==> config.mk <==
export PLATFORM = sky130hd
export DESIGN_NAME = rxdsr_regs
export DESIGN_NICKNAME = d
export VERILOG_FILES = /design/src/rtl/rxdsr_regs.v
export VERILOG_INCLUDE_DIRS = /design/src /design/src/rtl
export SDC_FILE = /design/constraint.sdc
export NUM_CORES = 1
export LEC_CHECK = 0
export BUFFER_PORTS_ARGS = -buffer_cell sky130_fd_sc_hd__buf_4
export CAP_MARGIN = 30
export CELL_PAD_IN_SITES_DETAIL_PLACEMENT = 1
export CELL_PAD_IN_SITES_GLOBAL_PLACEMENT = 1
export CORE_MARGIN = 3
export CORE_UTILIZATION = 48
export CTS_CLUSTER_DIAMETER = 150
export DETAILED_ROUTE_END_ITERATION = 10
export PLACE_DENSITY = 0.92
export SLEW_MARGIN = 20
export SYNTH_ARGS = -nofsm -noshare
export SYNTH_HDL_FRONTEND = slang
export SYNTH_SLANG_ARGS = --single-unit
==> constraint.sdc <==
create_clock -name sys_clk -period 7.96 [get_ports sys_clk]
set_clock_uncertainty 0.2 [all_clocks]
set_input_delay 0.398 -clock sys_clk [delete_from_list [all_inputs] [get_ports sys_clk]]
set_output_delay 0.398 -clock sys_clk [all_outputs]
set_load 0.05 [all_outputs]
==> src/rtl/rxdsr_consts.vh <==
// Summary of operation
// - SRAM data register keeps one byte in bits 7:0; bits 15:8 read zero.
// - Delay readout shows the selected delay in cells, guardband included.
// - Readout is 11-bit two's complement, sign copied to 15:11, read-only, resets 0x0004.
// - Link number bits 3:0 give the link of the readout; invalid for max over time.
// - Link number bit 5 set grants host test access to the SRAM.
// - Eight per-group 14-bit guardband/delta counts, each reset to 0x0004.
// - SRAM address is 20 bits: 19:16 from one register, 15:0 from another.
// - Writing 1 to config bit 7 resets the receiver; 0 does nothing.
// - Writing 1 to config bit 6 resets the transmitter; 0 does nothing.
// - Writing 1 to config bit 5 resets the counters.
// - Config bit 8 selects the memory-optimised layout.
// - Config bits 2:0 select receive memory size and bank count.
// - Ones on config bits 7:5 in one write give a global soft reset.
// - Two-bit selector picks max over time, group max, group min or link delay.
// - Access control 1x no access, 00 initialise RAM, 01 single read or write.
`ifndef RXDSR_CONSTS_VH
`define RXDSR_CONSTS_VH
`define RXDSR_ADDR_ACCESS_CTRL 12'h280
`define RXDSR_ADDR_DATA 12'h284
`define RXDSR_ADDR_DELAY 12'h285
`define RXDSR_ADDR_LINKNUM 12'h286
`define RXDSR_ADDR_GB_FIRST 12'h287
`define RXDSR_ADDR_GB_LAST 12'h28E
`define RXDSR_ADDR_ADR_HIGH 12'h297
`define RXDSR_ADDR_ADR_LOW 12'h298
`define RXDSR_ADDR_CONFIG 12'h299
`define RXDSR_ADDR_DELAY_SEL 12'h2AA
`define RXDSR_RST_DELAY 16'h0004
`define RXDSR_RST_GB 14'h0004
`define RXDSR_BIT_TEST_EN 5
`define RXDSR_BIT_DIR 5
`define RXDSR_BIT_OPT 8
`define RXDSR_BIT_RXRST 7
`define RXDSR_BIT_TXRST 6
`define RXDSR_BIT_CNTRST 5
`define RXDSR_MEM_1X32K 3'h0
`define RXDSR_MEM_2X32K 3'h1
`define RXDSR_MEM_1X128K 3'h2
`define RXDSR_MEM_2X128K 3'h3
`define RXDSR_MEM_1X512K 3'h4
`define RXDSR_MEM_2X512K 3'h5
`endif

==> src/rtl/rxdsr_regs.v <==
`timescale 1ns/10ps
`include "rxdsr_consts.vh"
module rxdsr_regs (
	// Clock and reset
	input wire sys_clk,
	input wire resetn,
	// Host register port
	input wire [11:0] hostAddr,
	input wire [15:0] hostWrData,
	input wire hostWrStrobe,
	input wire hostRdStrobe,
	output wire [15:0] hostRdData,
	output wire hostRdValid,
	// Recombiner delay status
	input wire [10:0] rawDelay,
	input wire [3:0] rawDelayLink,
	input wire [2:0] rawDelayGroup,
	output wire [1:0] delayKind,
	output wire [3:0] delayIndex,
	output wire [111:0] guardbandFlat,
	// Configuration and soft resets
	output wire [2:0] memSize,
	output wire memOptimise,
	output wire rxSoftReset,
	output wire txSoftReset,
	output wire counterSoftReset,
	output wire globalSoftReset,
	output wire sramTestMode,
	// External receive SRAM
	output wire [19:0] sramAddr,
	output wire sramCe_n,
	output wire sramWe_n,
	output wire sramOe_n,
	output wire [7:0] sramDataOut,
	output wire sramDataOe_n,
	input wire [7:0] sramDataIn,
	output wire sramBusy
);
	localparam ST_IDLE = 4'b0001;
	localparam ST_ACC = 4'b0010;
	localparam ST_CAP = 4'b0100;
	localparam ST_INIT = 4'b1000;

	// ----------------------------------------
	// Helpers
	// ----------------------------------------
	function [19:0] memLast;
		input [2:0] code;
		begin
			case (code)
				`RXDSR_MEM_2X32K: memLast = 20'h0FFFF;
				`RXDSR_MEM_1X128K: memLast = 20'h1FFFF;
				`RXDSR_MEM_2X128K: memLast = 20'h3FFFF;
				`RXDSR_MEM_1X512K: memLast = 20'h7FFFF;
				`RXDSR_MEM_2X512K: memLast = 20'hFFFFF;
				default: memLast = 20'h07FFF;
			endcase
		end
	endfunction

	// ----------------------------------------
	// Registers
	// ----------------------------------------
	reg [15:0] rdData_reg;
	reg rdValid_reg;
	reg [7:0] data_reg;
	reg [15:0] delay_reg;
	reg [3:0] link_reg;
	reg [4:0] linkCtl_reg;
	reg [111:0] gb_reg;
	reg [3:0] adrHigh_reg;
	reg [15:0] adrLow_reg;
	reg [5:0] cfg_reg;
	reg [2:0] pulse_reg;
	reg global_reg;
	reg [5:0] sel_reg;
	reg [2:0] acc_reg;
	reg [3:0] state_reg;
	reg [19:0] sAddr_reg;
	reg sCe_reg;
	reg sWe_reg;
	reg sOe_reg;
	reg [7:0] sOut_reg;
	reg sDoe_reg;
	reg busy_reg;
	reg [15:0] rdNext;
	reg [3:0] stateNext;
	wire [2:0] gbIdx;
	wire [10:0] gbAddend;
	wire [10:0] delaySum;
	wire wrAcc;
	wire startSingle;
	wire startInit;

	assign gbIdx = hostAddr[2:0] - 3'h7;
	// Readout carries the guardband of the group the delay belongs to.
	assign gbAddend = gb_reg[rawDelayGroup * 14 +: 11];
	assign delaySum = rawDelay + gbAddend;
	assign wrAcc = hostWrStrobe && hostAddr == `RXDSR_ADDR_ACCESS_CTRL;
	// Only with test access granted does the host drive the SRAM.
	assign startSingle = wrAcc && hostWrData[1:0] == 2'b01 &&
		linkCtl_reg[1] && state_reg == ST_IDLE;
	assign startInit = wrAcc && hostWrData[1:0] == 2'b00 &&
		linkCtl_reg[1] && state_reg == ST_IDLE;

	// ----------------------------------------
	// Read mux
	// ----------------------------------------
	always @* begin
		rdNext = 16'h0000;
		if (hostAddr >= `RXDSR_ADDR_GB_FIRST && hostAddr <= `RXDSR_ADDR_GB_LAST) begin
			rdNext = {2'b00, gb_reg[gbIdx * 14 +: 14]};
		end else begin
			case (hostAddr)
				`RXDSR_ADDR_ACCESS_CTRL: rdNext = {10'h000, acc_reg[2], 3'h0, acc_reg[1:0]};
				`RXDSR_ADDR_DATA: rdNext = {8'h00, data_reg};
				`RXDSR_ADDR_DELAY: rdNext = delay_reg;
				`RXDSR_ADDR_LINKNUM: rdNext = {7'h00, linkCtl_reg, link_reg};
				`RXDSR_ADDR_ADR_HIGH: rdNext = {12'h000, adrHigh_reg};
				`RXDSR_ADDR_ADR_LOW: rdNext = adrLow_reg;
				`RXDSR_ADDR_CONFIG: rdNext = {7'h00, cfg_reg[5], 3'h0, cfg_reg[4:0]};
				`RXDSR_ADDR_DELAY_SEL: rdNext = {10'h000, sel_reg};
				default: rdNext = 16'h0000;
			endcase
		end
	end

	// ----------------------------------------
	// Host registers
	// ----------------------------------------
	always @(posedge sys_clk or negedge resetn) begin
		if (!resetn) begin
			rdData_reg <= 16'h0000;
			rdValid_reg <= 1'b0;
			delay_reg <= `RXDSR_RST_DELAY;
			link_reg <= 4'h0;
			linkCtl_reg <= 5'h00;
			gb_reg <= {8{`RXDSR_RST_GB}};
			adrHigh_reg <= 4'h0;
			adrLow_reg <= 16'h0000;
			cfg_reg <= 6'h00;
			pulse_reg <= 3'h0;
			global_reg <= 1'b0;
			sel_reg <= 6'h00;
			acc_reg <= 3'h0;
		end else begin
			rdData_reg <= rdNext;
			rdValid_reg <= hostRdStrobe;
			// Sampled every cycle so a new selection shows up within two edges.
			delay_reg <= {{5{delaySum[10]}}, delaySum};
			link_reg <= rawDelayLink;
			pulse_reg <= 3'h0;
			global_reg <= 1'b0;
			if (hostWrStrobe) begin
				if (hostAddr >= `RXDSR_ADDR_GB_FIRST && hostAddr <= `RXDSR_ADDR_GB_LAST) begin
					gb_reg[gbIdx * 14 +: 14] <= hostWrData[13:0];
				end
				case (hostAddr)
					`RXDSR_ADDR_ACCESS_CTRL: begin
						acc_reg <= {hostWrData[`RXDSR_BIT_DIR], hostWrData[1:0]};
					end
					`RXDSR_ADDR_LINKNUM: begin
						linkCtl_reg <= hostWrData[8:4];
					end
					`RXDSR_ADDR_ADR_HIGH: begin
						adrHigh_reg <= hostWrData[3:0];
					end
					`RXDSR_ADDR_ADR_LOW: begin
						adrLow_reg <= hostWrData;
					end
					`RXDSR_ADDR_CONFIG: begin
						// Bits 7:5 are strobes; they read back as zero.
						cfg_reg <= {hostWrData[`RXDSR_BIT_OPT], hostWrData[4:0]};
						pulse_reg <= hostWrData[7:5];
						global_reg <= &hostWrData[7:5];
					end
					`RXDSR_ADDR_DELAY_SEL: begin
						sel_reg <= hostWrData[5:0];
					end
					default: begin
					end
				endcase
			end
		end
	end

	// ----------------------------------------
	// SRAM access engine
	// ----------------------------------------
	always @* begin
		stateNext = state_reg;
		case (state_reg)
			ST_IDLE: begin
				if (startSingle) begin
					stateNext = ST_ACC;
				end else if (startInit) begin
					stateNext = ST_INIT;
				end
			end
			ST_ACC: stateNext = ST_CAP;
			ST_CAP: stateNext = ST_IDLE;
			ST_INIT: begin
				if (sAddr_reg == memLast(cfg_reg[2:0]) || !linkCtl_reg[1]) begin
					stateNext = ST_IDLE;
				end
			end
			default: stateNext = ST_IDLE;
		endcase
	end

	always @(posedge sys_clk or negedge resetn) begin
		if (!resetn) begin
			state_reg <= ST_IDLE;
			data_reg <= 8'h00;
			sAddr_reg <= 20'h00000;
			sCe_reg <= 1'b1;
			sWe_reg <= 1'b1;
			sOe_reg <= 1'b1;
			sOut_reg <= 8'h00;
			sDoe_reg <= 1'b1;
			busy_reg <= 1'b0;
		end else begin
			state_reg <= stateNext;
			busy_reg <= stateNext != ST_IDLE;
			if (hostWrStrobe && hostAddr == `RXDSR_ADDR_DATA) begin
				data_reg <= hostWrData[7:0];
			end
			case (state_reg)
				ST_IDLE: begin
					sCe_reg <= 1'b1;
					sWe_reg <= 1'b1;
					sOe_reg <= 1'b1;
					sDoe_reg <= 1'b1;
					if (startSingle) begin
						// Address and data are taken as they stand now.
						sAddr_reg <= {adrHigh_reg, adrLow_reg};
						sOut_reg <= data_reg;
						sCe_reg <= 1'b0;
						sWe_reg <= ~hostWrData[`RXDSR_BIT_DIR];
						sOe_reg <= hostWrData[`RXDSR_BIT_DIR];
						sDoe_reg <= ~hostWrData[`RXDSR_BIT_DIR];
					end else if (startInit) begin
						sAddr_reg <= 20'h00000;
						sOut_reg <= 8'h00;
						sCe_reg <= 1'b0;
						sWe_reg <= 1'b0;
						sDoe_reg <= 1'b0;
					end
				end
				ST_ACC: sWe_reg <= 1'b1;
				ST_CAP: begin
					if (!sOe_reg) begin
						// Fetched byte wins over a host write in the same cycle.
						data_reg <= sramDataIn;
					end
					sCe_reg <= 1'b1;
					sOe_reg <= 1'b1;
					sDoe_reg <= 1'b1;
				end
				ST_INIT: begin
					if (stateNext == ST_IDLE) begin
						sCe_reg <= 1'b1;
						sWe_reg <= 1'b1;
						sDoe_reg <= 1'b1;
					end else begin
						sAddr_reg <= sAddr_reg + 20'h00001;
					end
				end
				default: begin
				end
			endcase
		end
	end

	// ----------------------------------------
	// Outputs
	// ----------------------------------------
	assign hostRdData = rdData_reg;
	assign hostRdValid = rdValid_reg;
	assign delayKind = sel_reg[5:4];
	assign delayIndex = sel_reg[3:0];
	assign guardbandFlat = gb_reg;
	assign memSize = cfg_reg[2:0];
	assign memOptimise = cfg_reg[5];
	assign rxSoftReset = pulse_reg[2];
	assign txSoftReset = pulse_reg[1];
	assign counterSoftReset = pulse_reg[0];
	assign globalSoftReset = global_reg;
	assign sramTestMode = linkCtl_reg[1];
	assign sramAddr = sAddr_reg;
	assign sramCe_n = sCe_reg;
	assign sramWe_n = sWe_reg;
	assign sramOe_n = sOe_reg;
	assign sramDataOut = sOut_reg;
	assign sramDataOe_n = sDoe_reg;
	assign sramBusy = busy_reg;
endmodule

Word level (Yosys, flattened, before mapping):

Cells that the tools add are included.

* register bits: 233
* logic and storage cells: 119

* add/sub/neg operators: 4
* $mul: 2
* $lt $le $gt $ge: 2
* equal/unequal tests: 24
* shift operators: 4
* muxes and demuxes: 31
* bitwise logic cells: 1
* reductions and logical operators: 29

Operators with widths (number)
* 16-bit case mux with 8 select lines: 1
* 112-bit bitwise mux: 1
* 14-bit by 34-bit variable shift with 112-bit output (first input constant): 1
* 112-bit by 8-bit variable part select with 11-bit output: 1
* 112-bit by 8-bit variable part select with 14-bit output: 1
* 14-bit by 34-bit variable part select with 112-bit output: 1
* 20-bit case mux with 5 select lines: 1
* 12-bit by 10-bit equality test with 1-bit output (second input constant): 8
* 20-bit two-way mux: 4
* 8-bit two-way mux: 5
* 20-bit case mux with 2 select lines: 1
* 7-bit negator with 34-bit output: 1
* 20-bit by 1-bit adder with 20-bit output (second input constant): 1
* 20-bit equality test: 1
* 2-bit AND reduction: 10
* 16-bit two-way mux: 1
* 12-bit by 10-bit greater-or-equal comparator with 1-bit output (second input constant): 1
* 12-bit by 10-bit <= comparator with 1-bit output (second input constant): 1
* 3-bit by 3-bit multiplier with 6-bit output (second input constant): 2
* 4-bit two-way mux: 3
* 4-bit case mux with 3 select lines: 1
* 11-bit adder: 1
* 1-bit logical AND: 9
* 1-bit case mux with 3 select lines: 3
* other kinds (22): 37

Depth between registers and ports, before layout:

Gate-level depths: netlist (run 1).

* depth after elaboration: 11
* gate-level depth with buffers: 23
* depth with buffers taken out: 19

Least setup slack after synthesis (run 1):

Ideal clock, no wire load.

* path type: input port to flip-flop
* start: in hostAddr[1]
* end: reg gb_reg[6], in the netlist guardbandFlat[6]
* setup time: 0.125 ns
* arrival time: 4.722 ns
* data required time: 7.635 ns
* slack: 2.913 ns
* stages: 22
* buffers on the path: 4
* path through: buf_2 inv_1 ha_1 buf_2 inv_2 nor2_1 nor2_1 xor2_1 ha_1 ha_1 nor2_1 inv_1 o211a_1 buf_4 nor2_1 ha_1 clkbuf_1 nor2_1 nand4_1 or4_4 a21oi_2 mux2_2

* word-level cells in the longest chain between the ends: 5
* elaborated cells on any way between the ends: 10
* those cells by class: add/sub: 2; mul: 1; order compare: 2; shift: 2; mux: 1; reduce/logical: 2

RTL lines
* from (decl): line rxdsr_regs.v:8 `input wire [11:0] hostAddr,`
* 3-bit subtractor: line rxdsr_regs.v:95 `assign gbIdx = hostAddr[2:0] - 3'h7;`
* 3-bit by 3-bit multiplier with 6-bit output: line rxdsr_regs.v:156 `gb_reg[gbIdx * 14 +: 14] <= hostWrData[13:0];`
* 7-bit negator with 34-bit output: line rxdsr_regs.v:156
* 14-bit by 34-bit variable part select with 112-bit output / 14-bit by 34-bit variable shift with 112-bit output (equally long branches): line rxdsr_regs.v:156
* 112-bit bitwise mux: line rxdsr_regs.v:156
* to (signal assigned): line rxdsr_regs.v:138 `` gb_reg <= {8{`RXDSR_RST_GB}}; ``
* to (signal, indexed assignment): line rxdsr_regs.v:156
* to (decl): line rxdsr_regs.v:70 `reg [111:0] gb_reg;`

Several ways; a longest one is shown, not always the timed one.
A chain may end at the register's enable or synchronous reset.

Final worst setup path (run 1):

* start: in hostAddr[0]
* end: reg gb_reg[57], in the netlist guardbandFlat[57]

Same word-level chain as after synthesis.

==> results of run 1 <==
==> stage by stage <==
stage	area [um2]	total power (uW)	hold WS, ps	setup slack [ps]
2_1_floorplan	14150	1631	-97.59	2913
3_3_place_gp	16150	1885	253.9	1687
3_5_place_dp	16150	1900	261.6	1347
4_1_cts	17350	3239	5.448	1894
5_1_grt	17350	3350	17.85	1434
6_report	17360	3277	30.49	1791
==> critical path, stage by stage <==
cell,delay [ps]
buf_4,640
inv_1,330
ha_2,410
buf_4,360
inv_2,190
nor2_1,160
nor2_1,80
xor2_1,160
ha_1,280
ha_1,690
nand2b_1,250
nor2_1,60
ha_1,600
nand3_1,260
a31oi_2,390
nand2_1,290
a211oi_1,410
mux2_2,390
==> area by class of cell <==
type                    instances  area (um2)
flip-flops and latches        233        5848
clock inverters                12       195.2
fillers                      3134       11500
repair buffers                281        2181
inverters                      31       116.4
diodes                          1       2.502
clock buffers                  38       747.0
multi-input cells            1009        7786
well taps                     384       480.5
==> synthesized netlist by cell type (all sizes together), types with 30 or more instances <==
cell	instances
nand2	156
dfrtp	219
mux4	50
mux2	126
clkbuf	63
mux2i	41
o21ai	89
nor2	76
o22ai	35
nand3	49
buf	39
a21oi	65
inv	30
==> worst max path at each step <==
stage                startpoint                       endpoint  depth (start not counted)
floorplan           hostAddr[1]   guardbandFlat[6]$_DFFE_PN0P_                         22
detailed placement  hostAddr[0]  guardbandFlat[57]$_DFFE_PN0P_                         18
finish              hostAddr[0]  guardbandFlat[57]$_DFFE_PN0P_                         18
global route        hostAddr[0]  guardbandFlat[56]$_DFFE_PN0P_                         18
global placement    hostAddr[0]  guardbandFlat[56]$_DFFE_PN0P_                         18
CTS                 hostAddr[0]  guardbandFlat[57]$_DFFE_PN0P_                         18
==> layout by cell type (no fill, tap or decap), types with 15 or more instances in the layout <==
cell type,instances
nand3_1,47
nor3_1,27
o31ai_1,16
mux4_2,50
o21ai_0,86
nand2_1,155
dlygate4sd3_1,25
mux2i_1,39
a21oi_1,62
nand4_1,15
ha_1,21
clkbuf_16,27
and3_1,21
buf_4,253
inv_1,27
nor2_1,76
mux2_2,114
o22ai_1,35
dfrtp_1,219
==> layer usage <==
layer	vias to the layer above	global-route usage, %	wire (um)
li1	5567	-	-
met1	7036	48.82	22630
met2	1127	65.14	29930
met3	317	8.601	6642
met4	2	23.36	4726
met5	-	0	13
==> report_power, final <==
part           internal [uW]  total (uW)  switching (uW)
sequential              1190        1200            6.29
combinational            203         728             525
clock                    816        1350             534
total                   2210        3280            1070
==> cell families after synthesis <==
family	count (synthesis)
simple gates	421
xor+xnor	19
buf+inv	133
fa+ha+maj	23
compound gates	329
flops	233
mux	217
==> summary.md, run 1 <==
| Metric | Value |
|---|---|
| VDD IR max | between 150 and 200 uV |
| Die area | roughly 0.032 mm2 |
| Reg-to-reg critical path startpoint | guardbandFlat[57]$_DFFE_PN0P_ |
| Vias in the first global route | 14,510 |
| Area leader, netlist | dfrtp_1 |
| Clock transition at path regs | 70 ps |
| Layout cells sized above 1 | 31.86% |
| Post-Synth XOR/XNOR Area | 1.415% |
| FP Rows | 62 |
| WHS Endpoint | adrLow_reg[7]$_DFFE_PN0P_ |
| Max cap viols | 0 |
| Routed WL | between 60 and 70 mm |
| Min cycle time layout | 6169 ps |
| Routed Antenna Nets | 0 |
| Iteration-0 DRC Markers | 1,916 |
| Clock Tree Buf Depth | 3 |
| Dpl hpwl | 46.31 mm |
| Slew @ Worst Pin | 1074 ps |
| Largest register FFs | 112 |
| Non-Filler Instances | 1,989 |
| Largest cells by area after synthesis | dfrtp_1 (39%), mux2_2 (9.1%), mux4_2 (8.0%) |
| Pwr Density | 188.8 mW/mm2 |
| Num Clock Sinks | roughly 230 |
| Largest family of logic cells by synthesized area | multiplexers |
| Worst skew pair latency | between 500 and 600 ps |
| Ys Warns | 0 |
| P_leak | 0.008039 uW |
| Core area | 0.02886 mm2 |
| Post-synthesis mux area share | around a fifth |
| Worst Hold Depth | 2 |
| Initial Util | between 40% and 50% |
| Asr flop ratio synth | 100.0% |
| Setup-failing EPs final | 0 |
| Synth Area in Adders | under 10% |
| Synth Instances | around 1,400 |
| EDFF count, synth | 0 |
| First-pass GRT wire length | 94.18 mm |
| Chip height | 177.7 um |
| Inserted Clock Buffers | 27 |
| Hold buffers post-CTS | 25 |
| H-tree Lvls | 1 |
| Drt pass-1 iters | 6 |
| Synthesized area | about 0.014 mm2 |
| Critical Path Sink Type | register |
| Sequential-to-total area share from yosys stat | 41.33% |
| Share of the synthesized area in the top cell type | 38.73% |
| Placed Instances | approximately 1,900 |
| Area delta synth->final | 22.65% |
| Synth Area in Compound Gates | 15.51% |
| Worst Hold Launch | hostWrData[7] |
| Worst r2r path cells | 10 |
| Max transition margin | 27.65% |
| Area share of and/or/nand/nor cells after synthesis | 14.72% |
| Vias | 14,050 |
| Setup tns final | 0 ps |
| CTS resizes | 0 |
| Hold Vio Cnt, Final | 0 |
| Pin count of the biggest net entering global routing | 104 |
| R2r endpoint | delay_reg[9]$_DFF_PN0_ |
| Fin util | 60.15% |
| Die W | 177.7 um |
| Peak Freq | 0.1621 GHz |
| Status | complete, no violations |
| RSZ-0062 raised after global routing | no |
| Worst EP required | 8200 ps |
| Critical path class | in -> reg |
| IO Port Bufs | 234 |
| Initial antenna violation count | 2 |
| Max-slew violations | 0 |
| Setup bufs post-CTS | 0 |
| CTS root buf | clkbuf_16 |
| Post-synth net total | 1,456 |
| Post-route clock period utilization | between 70% and 80% |
| CP Launch Type | input port |
| Final Wtd Congestion | around 1.0 |
| CP arrival | 6400 ps |
| Post-synth cell types | 88 |
| Congestion Overflow GR | 0 |
| DR vias/cell | 7.063 |
| Synthesized area per cell | slightly above 10 um2 |
| Nets | 1,664 |
| Drt wl/cell | 32.15 um |
| Tot GR Track Use | around 40% |
| Crit path max fanout | 64 |
| FF-to-FF setup slack | 4100 ps |
| Primary FF master, synth | dfrtp_1 |
| I/O pin count | 235 |
| Worst hold path class | in -> reg |
| Seq cells post-synth | 233 |
| DRC viols | 0 |
| CTS tree | done |
Power figures use the tool's default switching activity.
==> inputs of run 2 (changes only) <==
ABC_AREA = 1   (was unset)
CORE_UTILIZATION = 37   (was 48)
PLACE_DENSITY = 0.83   (was 0.92)
clock period = 5.1 ns   (was 7.96 ns; I/O delays follow)
==> run 2 against run 1 <==
  * Via count rose by 17%
  * Non-clock buffer count rose by 27
  * Global-route usage fell by 4.8 points
  * Final cell count rose by 44%
  * Sequential share of layout area fell by 1.9 points
  * Core utilization fell by 13 points
  * Combinational power rose by 80%
  * Sequential power rose by 60%
  * Synthesized cell count rose by 51%
  * Die area rose by 34%
  * Register-to-register slack got worse by 3000 ps
  * Largest power group unchanged
==> summary.md, run 2 <==
| Metric | Value |
|---|---|
| Status | complete, no violations |
| Final Wtd Congestion | around 0.97 |
| Placed Instances | 2,759 |
| Area delta synth->final | 25.20% |
| Drt pass-1 iters | 5 |
| Initial antenna violation count | 0 |
| WHS Endpoint | hostRdValid$_DFF_PN0_ |
| Non-Filler Instances | ~2,900 |
| VDD IR max | 251.5 uV |
| Setup-failing EPs final | 0 |
| Setup tns final | 0 ps |
| Clock Tree Buf Depth | 3 |
| Worst EP required | roughly 5400 ps |
| Largest cells by area after synthesis | dfrtp_1 (37%), nand2_1 (14%), o21ai_0 (9.5%) |
| Seq cells post-synth | 233 |
| DR vias/cell | 5.747 |
| Vias in the first global route | 17,060 |
| Clock transition at path regs | 60 ps |
| Worst Hold Launch | hostRdStrobe |
| Max-slew violations | 0 |
| Iteration-0 DRC Markers | 1,357 |
| Hold buffers post-CTS | 50 |
| Worst skew pair latency | 590 ps |
| I/O pin count | approximately 240 |
| Die W | 205.4 um |
| Die area | roughly 0.042 mm2 |
| Pin count of the biggest net entering global routing | ~130 |
| Critical path class | in -> reg |
| Worst Hold Depth | 2 |
| Hold Vio Cnt, Final | 0 |
| Worst hold path class | in -> reg |
| Largest register FFs | 112 |
| Sw Ratio | 35.91% |
| PnR worst setup slack | 1039 ps |
| Synthesized area | 0.01471 mm2 |
| Sequential power share | 35.5% |
| CTS resizes | 0 |
| Fin util | 47.32% |
| Initial Util | 37.79% |
| CP Launch Type | input port |
| Synth Instances | between 2,000 and 2,500 |
| Sequential-to-total area share from yosys stat | approximately two fifths |
| Max cap viols | 0 |
| Int Power | approximately 3500 uW |
| CP arrival | 4330 ps |
| IO Port Bufs | 234 |
| Dpl hpwl | 57.15 mm |
| Layout cells sized above 1 | between 15 and 20% |
| Asr flop ratio synth | 100.0% |
| Num Clock Sinks | about 230 |
| DRC viols | 0 |
| Inserted Diodes | 0 |
| Count leader, synth | nand2_1 |
| NetSw | between 1500 and 2000 uW |
| Chip height | slightly above 200 um |
| Reg-to-reg critical path startpoint | guardbandFlat[101]$_DFFE_PN0P_ |
| EDFF count, synth | 0 |
| Post-synth net total | 2,161 |
| Worst r2r path cells | 16 |
| Ys Warns | 0 |
| First-pass GRT wire length | 110.7 mm |
| Slew @ Worst Pin | 1035 ps |
| Post-route clock period utilization | roughly four fifths |
| FP Rows | 72 |
| Routed WL | 75.23 mm |
| H-tree Lvls | 1 |
| R2r endpoint | delay_reg[10]$_DFF_PN0_ |
| Critical Path Sink Type | register |
| Commonest non-fill, non-tap cell in the layout | nand2_1 |
| Post-synth cell types | between 50 and 60 |
| CTS tree | done |
| Leading cell types in the layout, fill and taps excluded | nand2_1 (560), o21ai_0 (279), buf_4 (253), dfrtp_1 (219), inv_1 (186) |
| Setup bufs post-CTS | 0 |
| Synthesized area per cell | 7.071 um2 |
| RSZ-0062 raised after global routing | no |
| Pwr Density | around 290 mW/mm2 |
| Commonest cells post-synth | nand2_1 (560), o21ai_0 (279), dfrtp_1 (219) |
| FF-to-FF setup slack | between 1000 and 1500 ps |
| Congestion Overflow GR | 0 |
| P_leak | 0.008998 uW |
| Routed Antenna Nets | 0 |
| Inserted Clock Buffers | 29 |
| Area leader, netlist | dfrtp_1 |
| Crit path max fanout | 46 |
| Comb power frac | 24.2% |
| Place WS | 754.3 ps |
| Core area | approximately 0.039 mm2 |
| Max transition margin | 30.98% |
| Vias | 16,460 |
| Min cycle time layout | 4061 ps |
| Nets | 2,404 |
| Share of the synthesized area in the top cell type | between 30% and 40% |
| Post-DP Area | 0.01690 mm2 |
| Finished Cell Area | 0.01841 mm2 |
| Clk network pwr share | 40.2% |
| Tot GR Track Use | 35.08% |
| Primary FF master, synth | dfrtp_1 |
| CTS root buf | clkbuf_16 |
| Peak Freq | roughly 0.25 GHz |
| Drt wl/cell | 26.27 um |
[run 2: per-layer routing]
layer  share of wire (%)  track usage [%]  up-vias
li1                    -                -     7369
met5                   0                0        -
met4                 5.7            17.11        0
met1                  40            43.73     8208
met2                  47            58.80      704
met3                 7.3            6.138      177
[run 2: how the worst max path moves through the flow]
| stage | start | to | slack, ps |
|---|---|---|---|
| final | rawDelayGroup[0] | delay_reg[10]$_DFF_PN0_ | 1040 |
| after global routing | rawDelayGroup[0] | delay_reg[10]$_DFF_PN0_ | 840 |
| after CTS | guardbandFlat[101]$_DFFE_PN0P_ | delay_reg[10]$_DFF_PN0_ | 1180 |
| after global placement | hostAddr[0] | guardbandFlat[22]$_DFFE_PN0P_ | 850 |
| after detailed placement | hostAddr[1] | guardbandFlat[22]$_DFFE_PN0P_ | 750 |
| after floorplan | hostAddr[0] | guardbandFlat[9]$_DFFE_PN0P_ | 720 |
[run 2: metrics by stage]
| step | hold slack [ps] | power [uW] |
|---|---|---|
| after detailed placement | 165.7 | 3164 |
| final | 108.3 | 5393 |
| after floorplan | -240.6 | 2632 |
| after global routing | 109.7 | 5562 |
| after CTS | 87.45 | 5379 |
| after global placement | 165.5 | 3154 |
[run 2: power groups by stage]
stage | combinational, uW | clock (uW) | sequential, uW
floorplan | 692 | 0 | 1940
global placement | 1200 | 0 | 1950
detailed placement | 1210 | 0 | 1950
CTS | 1270 | 2190 | 1920
global route | 1380 | 2270 | 1920
finish | 1310 | 2170 | 1920
[run 2: worst max-delay path, stage by stage]
cell and delay, ps:
buf_4 390, inv_1 380, buf_16 270, a21oi_1 130, o21ai_0 100, o21ai_0 90, nor2_1 60, a31oi_1 220
ha_1 210, inv_1 60, fa_1 400, o21ai_0 320, nand3_1 130, nand2_1 130, nand3_1 80, nand2_1 110
a21oi_1 70, nor2_1 110, nor2_1 60, xor2_1 150, dlygate4sd3_1 570
[run 2: logic make-up after synthesis]
kind of cell,synth area share (%)
and+or+nand+nor,29.95
buffers and inverters,8.430
DFF,39.76
adders and majority gates,2.008
muxes,0.1531
xor gates and xnor gates,1.191
AOI/OAI and AO/OA,18.50
[run 2: cell type report]
| cell class | count | area, um2 |
|---|---|---|
| clock buffers | 36 | 812.0 |
| multi-input cells | 1538 | 7622 |
| fillers | 4933 | 20500 |
| flip-flops and latches | 233 | 5848 |
| inverters | 213 | 802.0 |
| repair buffers | 308 | 2497 |
| well taps | 518 | 648.1 |
| clock inverters | 18 | 183.9 |
==> inputs of run 3 (changes only) <==
CORE_UTILIZATION = 41   (was 37)
PLACE_DENSITY = 0.86   (was 0.83)
clock period = 4 ns   (was 5.1 ns; I/O delays follow)
==> run 3 against run 2 <==
  * Register-to-register slack worse by 820 ps
  * Core utilization up 6.7 points
  * Critical path depth shrank 8
  * Final cell count decreased by 0.17%
  * Flip-flop and latch count is the same
  * Largest power group unchanged
  * Sequential share of layout area decreased by 0.79 points
  * Combinational power is 44% higher
  * Power increased by 36%
  * First-iteration DRC count up 23%
  * Worst setup slack lost 800 ps
  * Final area up 2.5%
==> summary.md, run 3 (synthesized netlist as in run 2, its figures left out) <==
| Metric | Value |
|---|---|
| CTS tree | done |
| Die area | 0.03818 mm2 |
| Peak Freq | between 0.2 and 0.3 GHz |
| Core area | 0.03497 mm2 |
| Num Clock Sinks | 233 |
| Clock Tree Buf Depth | 3 |
| Critical Path Sink Type | register |
| Setup bufs post-CTS | 0 |
| Initial Util | 42.06% |
| Comb power frac | 25.7% |
| Leading cell types in the layout, fill and taps excluded | nand2_1 (560), buf_4 (311), o21ai_0 (278), dfrtp_1 (219), inv_1 (186) |
| Crit path max fanout | 4 |
| CTS root buf | clkbuf_16 |
| Status | complete, no violations |
| Area of the multi-input gates | 0.007622 mm2 |
| Sw Ratio | 34.36% |
| Sequential power share | 33.5% |
| First-pass GRT wire length | 115.9 mm |
| H-tree Lvls | 1 |
| Min cycle time layout | 3764 ps |
| Routed Antenna Nets | 0 |
| Congestion Overflow GR | 0 |
| Clock transition at path regs | 70 ps |
| Pwr Density | 388.4 mW/mm2 |
| Inserted Diodes | 0 |
| Largest register FFs | roughly 110 |
| IO Port Bufs | 234 |
| Int Power | between 4000 and 5000 uW |
| Drt wl/cell | 27.33 um |
| RSZ-0062 raised after global routing | no |
| Filler cell count | ~4,400 |
| FP Rows | 68 |
| Die W | between 150 and 200 um |
| Post-route clock period utilization | 94.09% |
| Critical path class | reg -> reg |
| Hold slack | 57.60 ps |
| CP Launch Type | register |
| I/O pin count | around 240 |
| Inserted Clock Buffers | 28 |
| Worst skew pair latency | 580 ps |
| Dpl hpwl | 58.16 mm |
| P_leak | 0.009360 uW |
| Max cap viols | 0 |
| Setup tns final | 0 ps |
| Layout cells sized above 1 | between 10% and 20% |
| DR vias/cell | 5.986 |
| Slew @ Worst Pin | 933.3 ps |
| DRC viols | 0 |
| Max transition margin | 37.78% |
| Nets | 2,463 |
| Seq. cell area | 0.005848 mm2 |
| CP arrival | 4060 ps |
| Max-slew violations | 0 |
| Routed WL | 78.13 mm |
| Worst hold path class | in -> reg |
| Clk network pwr share | 40.8% |
| Hold Vio Cnt, Final | 0 |
| Worst EP required | 4300 ps |
| Initial antenna violation count | 1 |
| Chip height | 195.4 um |
| Vias in the first global route | 17,680 |
| NetSw | 2520 uW |
| Tot GR Track Use | 40.04% |
| Pin count of the biggest net entering global routing | approximately 110 |
| Commonest non-fill, non-tap cell in the layout | nand2_1 |
| Final Wtd Congestion | 1.001 |
| VDD IR max | 406.8 uV |
| Setup-failing EPs final | 0 |
| Iteration-0 DRC Markers | roughly 1,700 |
| Drt pass-1 iters | 5 |
| Area delta synth->final | 28.39% |
| Vias | between 15,000 and 20,000 |
-- run 3: changes by cell type in the layout (fill, tap and decap cells not counted), sizes merged --
cell / before / now
bufinv: 2 / 7
dlygate4sd3: 50 / 49
buf: 258 / 319
inv: 211 / 209
clkbuf: 36 / 38
clkinvlp: 7 / 0
-- run 3: worst max-delay path, stage by stage (launching register included) --
cell and delay, ps:
dfrtp_1 490, o21ai_0 110, o21ai_0 360, inv_1 80, o21ai_0 350, inv_1 120, fa_1 450, o21ai_1 280
nand3_1 140, nand2_1 150, nand3_1 90, nand2_1 110, xor2_1 170, dlygate4sd3_1 580
-- run 3: final timing paths --
kind / startpoint / endpoint / slack [ps] / depth (start not counted)
max in group asynchronous: resetn / guardbandFlat[30]$_DFFE_PN1P_ / 2470 / 3
hold / removal: hostAddr[0] / guardbandFlat[66]$_DFFE_PN0P_ / 60 / 5
setup reg to reg: guardbandFlat[85]$_DFFE_PN0P_ / delay_reg[8]$_DFF_PN0_ / 240 / 13
min in group asynchronous: resetn / sramBusy$_DFF_PN0_ / 100 / 2
setup / recovery: guardbandFlat[85]$_DFFE_PN0P_ / delay_reg[8]$_DFF_PN0_ / 240 / 13
hold reg to reg: sramDataOe_n$_DFFE_PN1P_ / sramDataOe_n$_DFFE_PN1P_ / 270 / 2
-- run 3: power by group through the flow --
stage	Sequential, uW	Combinational [uW]	Clock, uW
floorplan	2470	884	0
global placement	2500	1740	0
detailed placement	2490	1760	0
CTS	2460	1820	2990
global route	2460	1980	3100
finish	2460	1880	2990
-- run 3: routing by layer --
metal	global-route usage, %	vias to the layer above	wire length (um)
met2	65.78	883	36490
li1	-	7497	-
met4	18.19	2	4500
met3	6.901	218	6468
met1	51.74	8514	30650
met5	0	-	13
-- run 3: timing repair --
item	4_1_cts	5_1_grt
setup endpoints to repair	0	1
gates resized for setup	0	1
hold buffers	49	0
endpoints found under the hold margin	181	0
-- run 3: area by class of cell --
class,instances,area share (%)
clock buffer,38,4.227
clock inverter,14,1.418
inverter,213,4.247
multi-input combinational,1538,40.37
sequential,233,30.97
tap,455,3.015
timing repair buffer,368,15.76
-- run 3: per-stage QoR --
stage          instance area, um2  power, uW  setup slack (ps)  instances  utilization, %
2_1_floorplan               14710       3357             12.87       2080               -
3_3_place_gp                17310       4239             144.8       2757           49.51
3_5_place_dp                17310       4250             87.04       2757           49.51
4_1_cts                     18870       7269             274.5       2858           53.96
5_1_grt                     18880       7539             109.5       2859           54.00
6_report                    18880       7334             236.4       2859           54.00
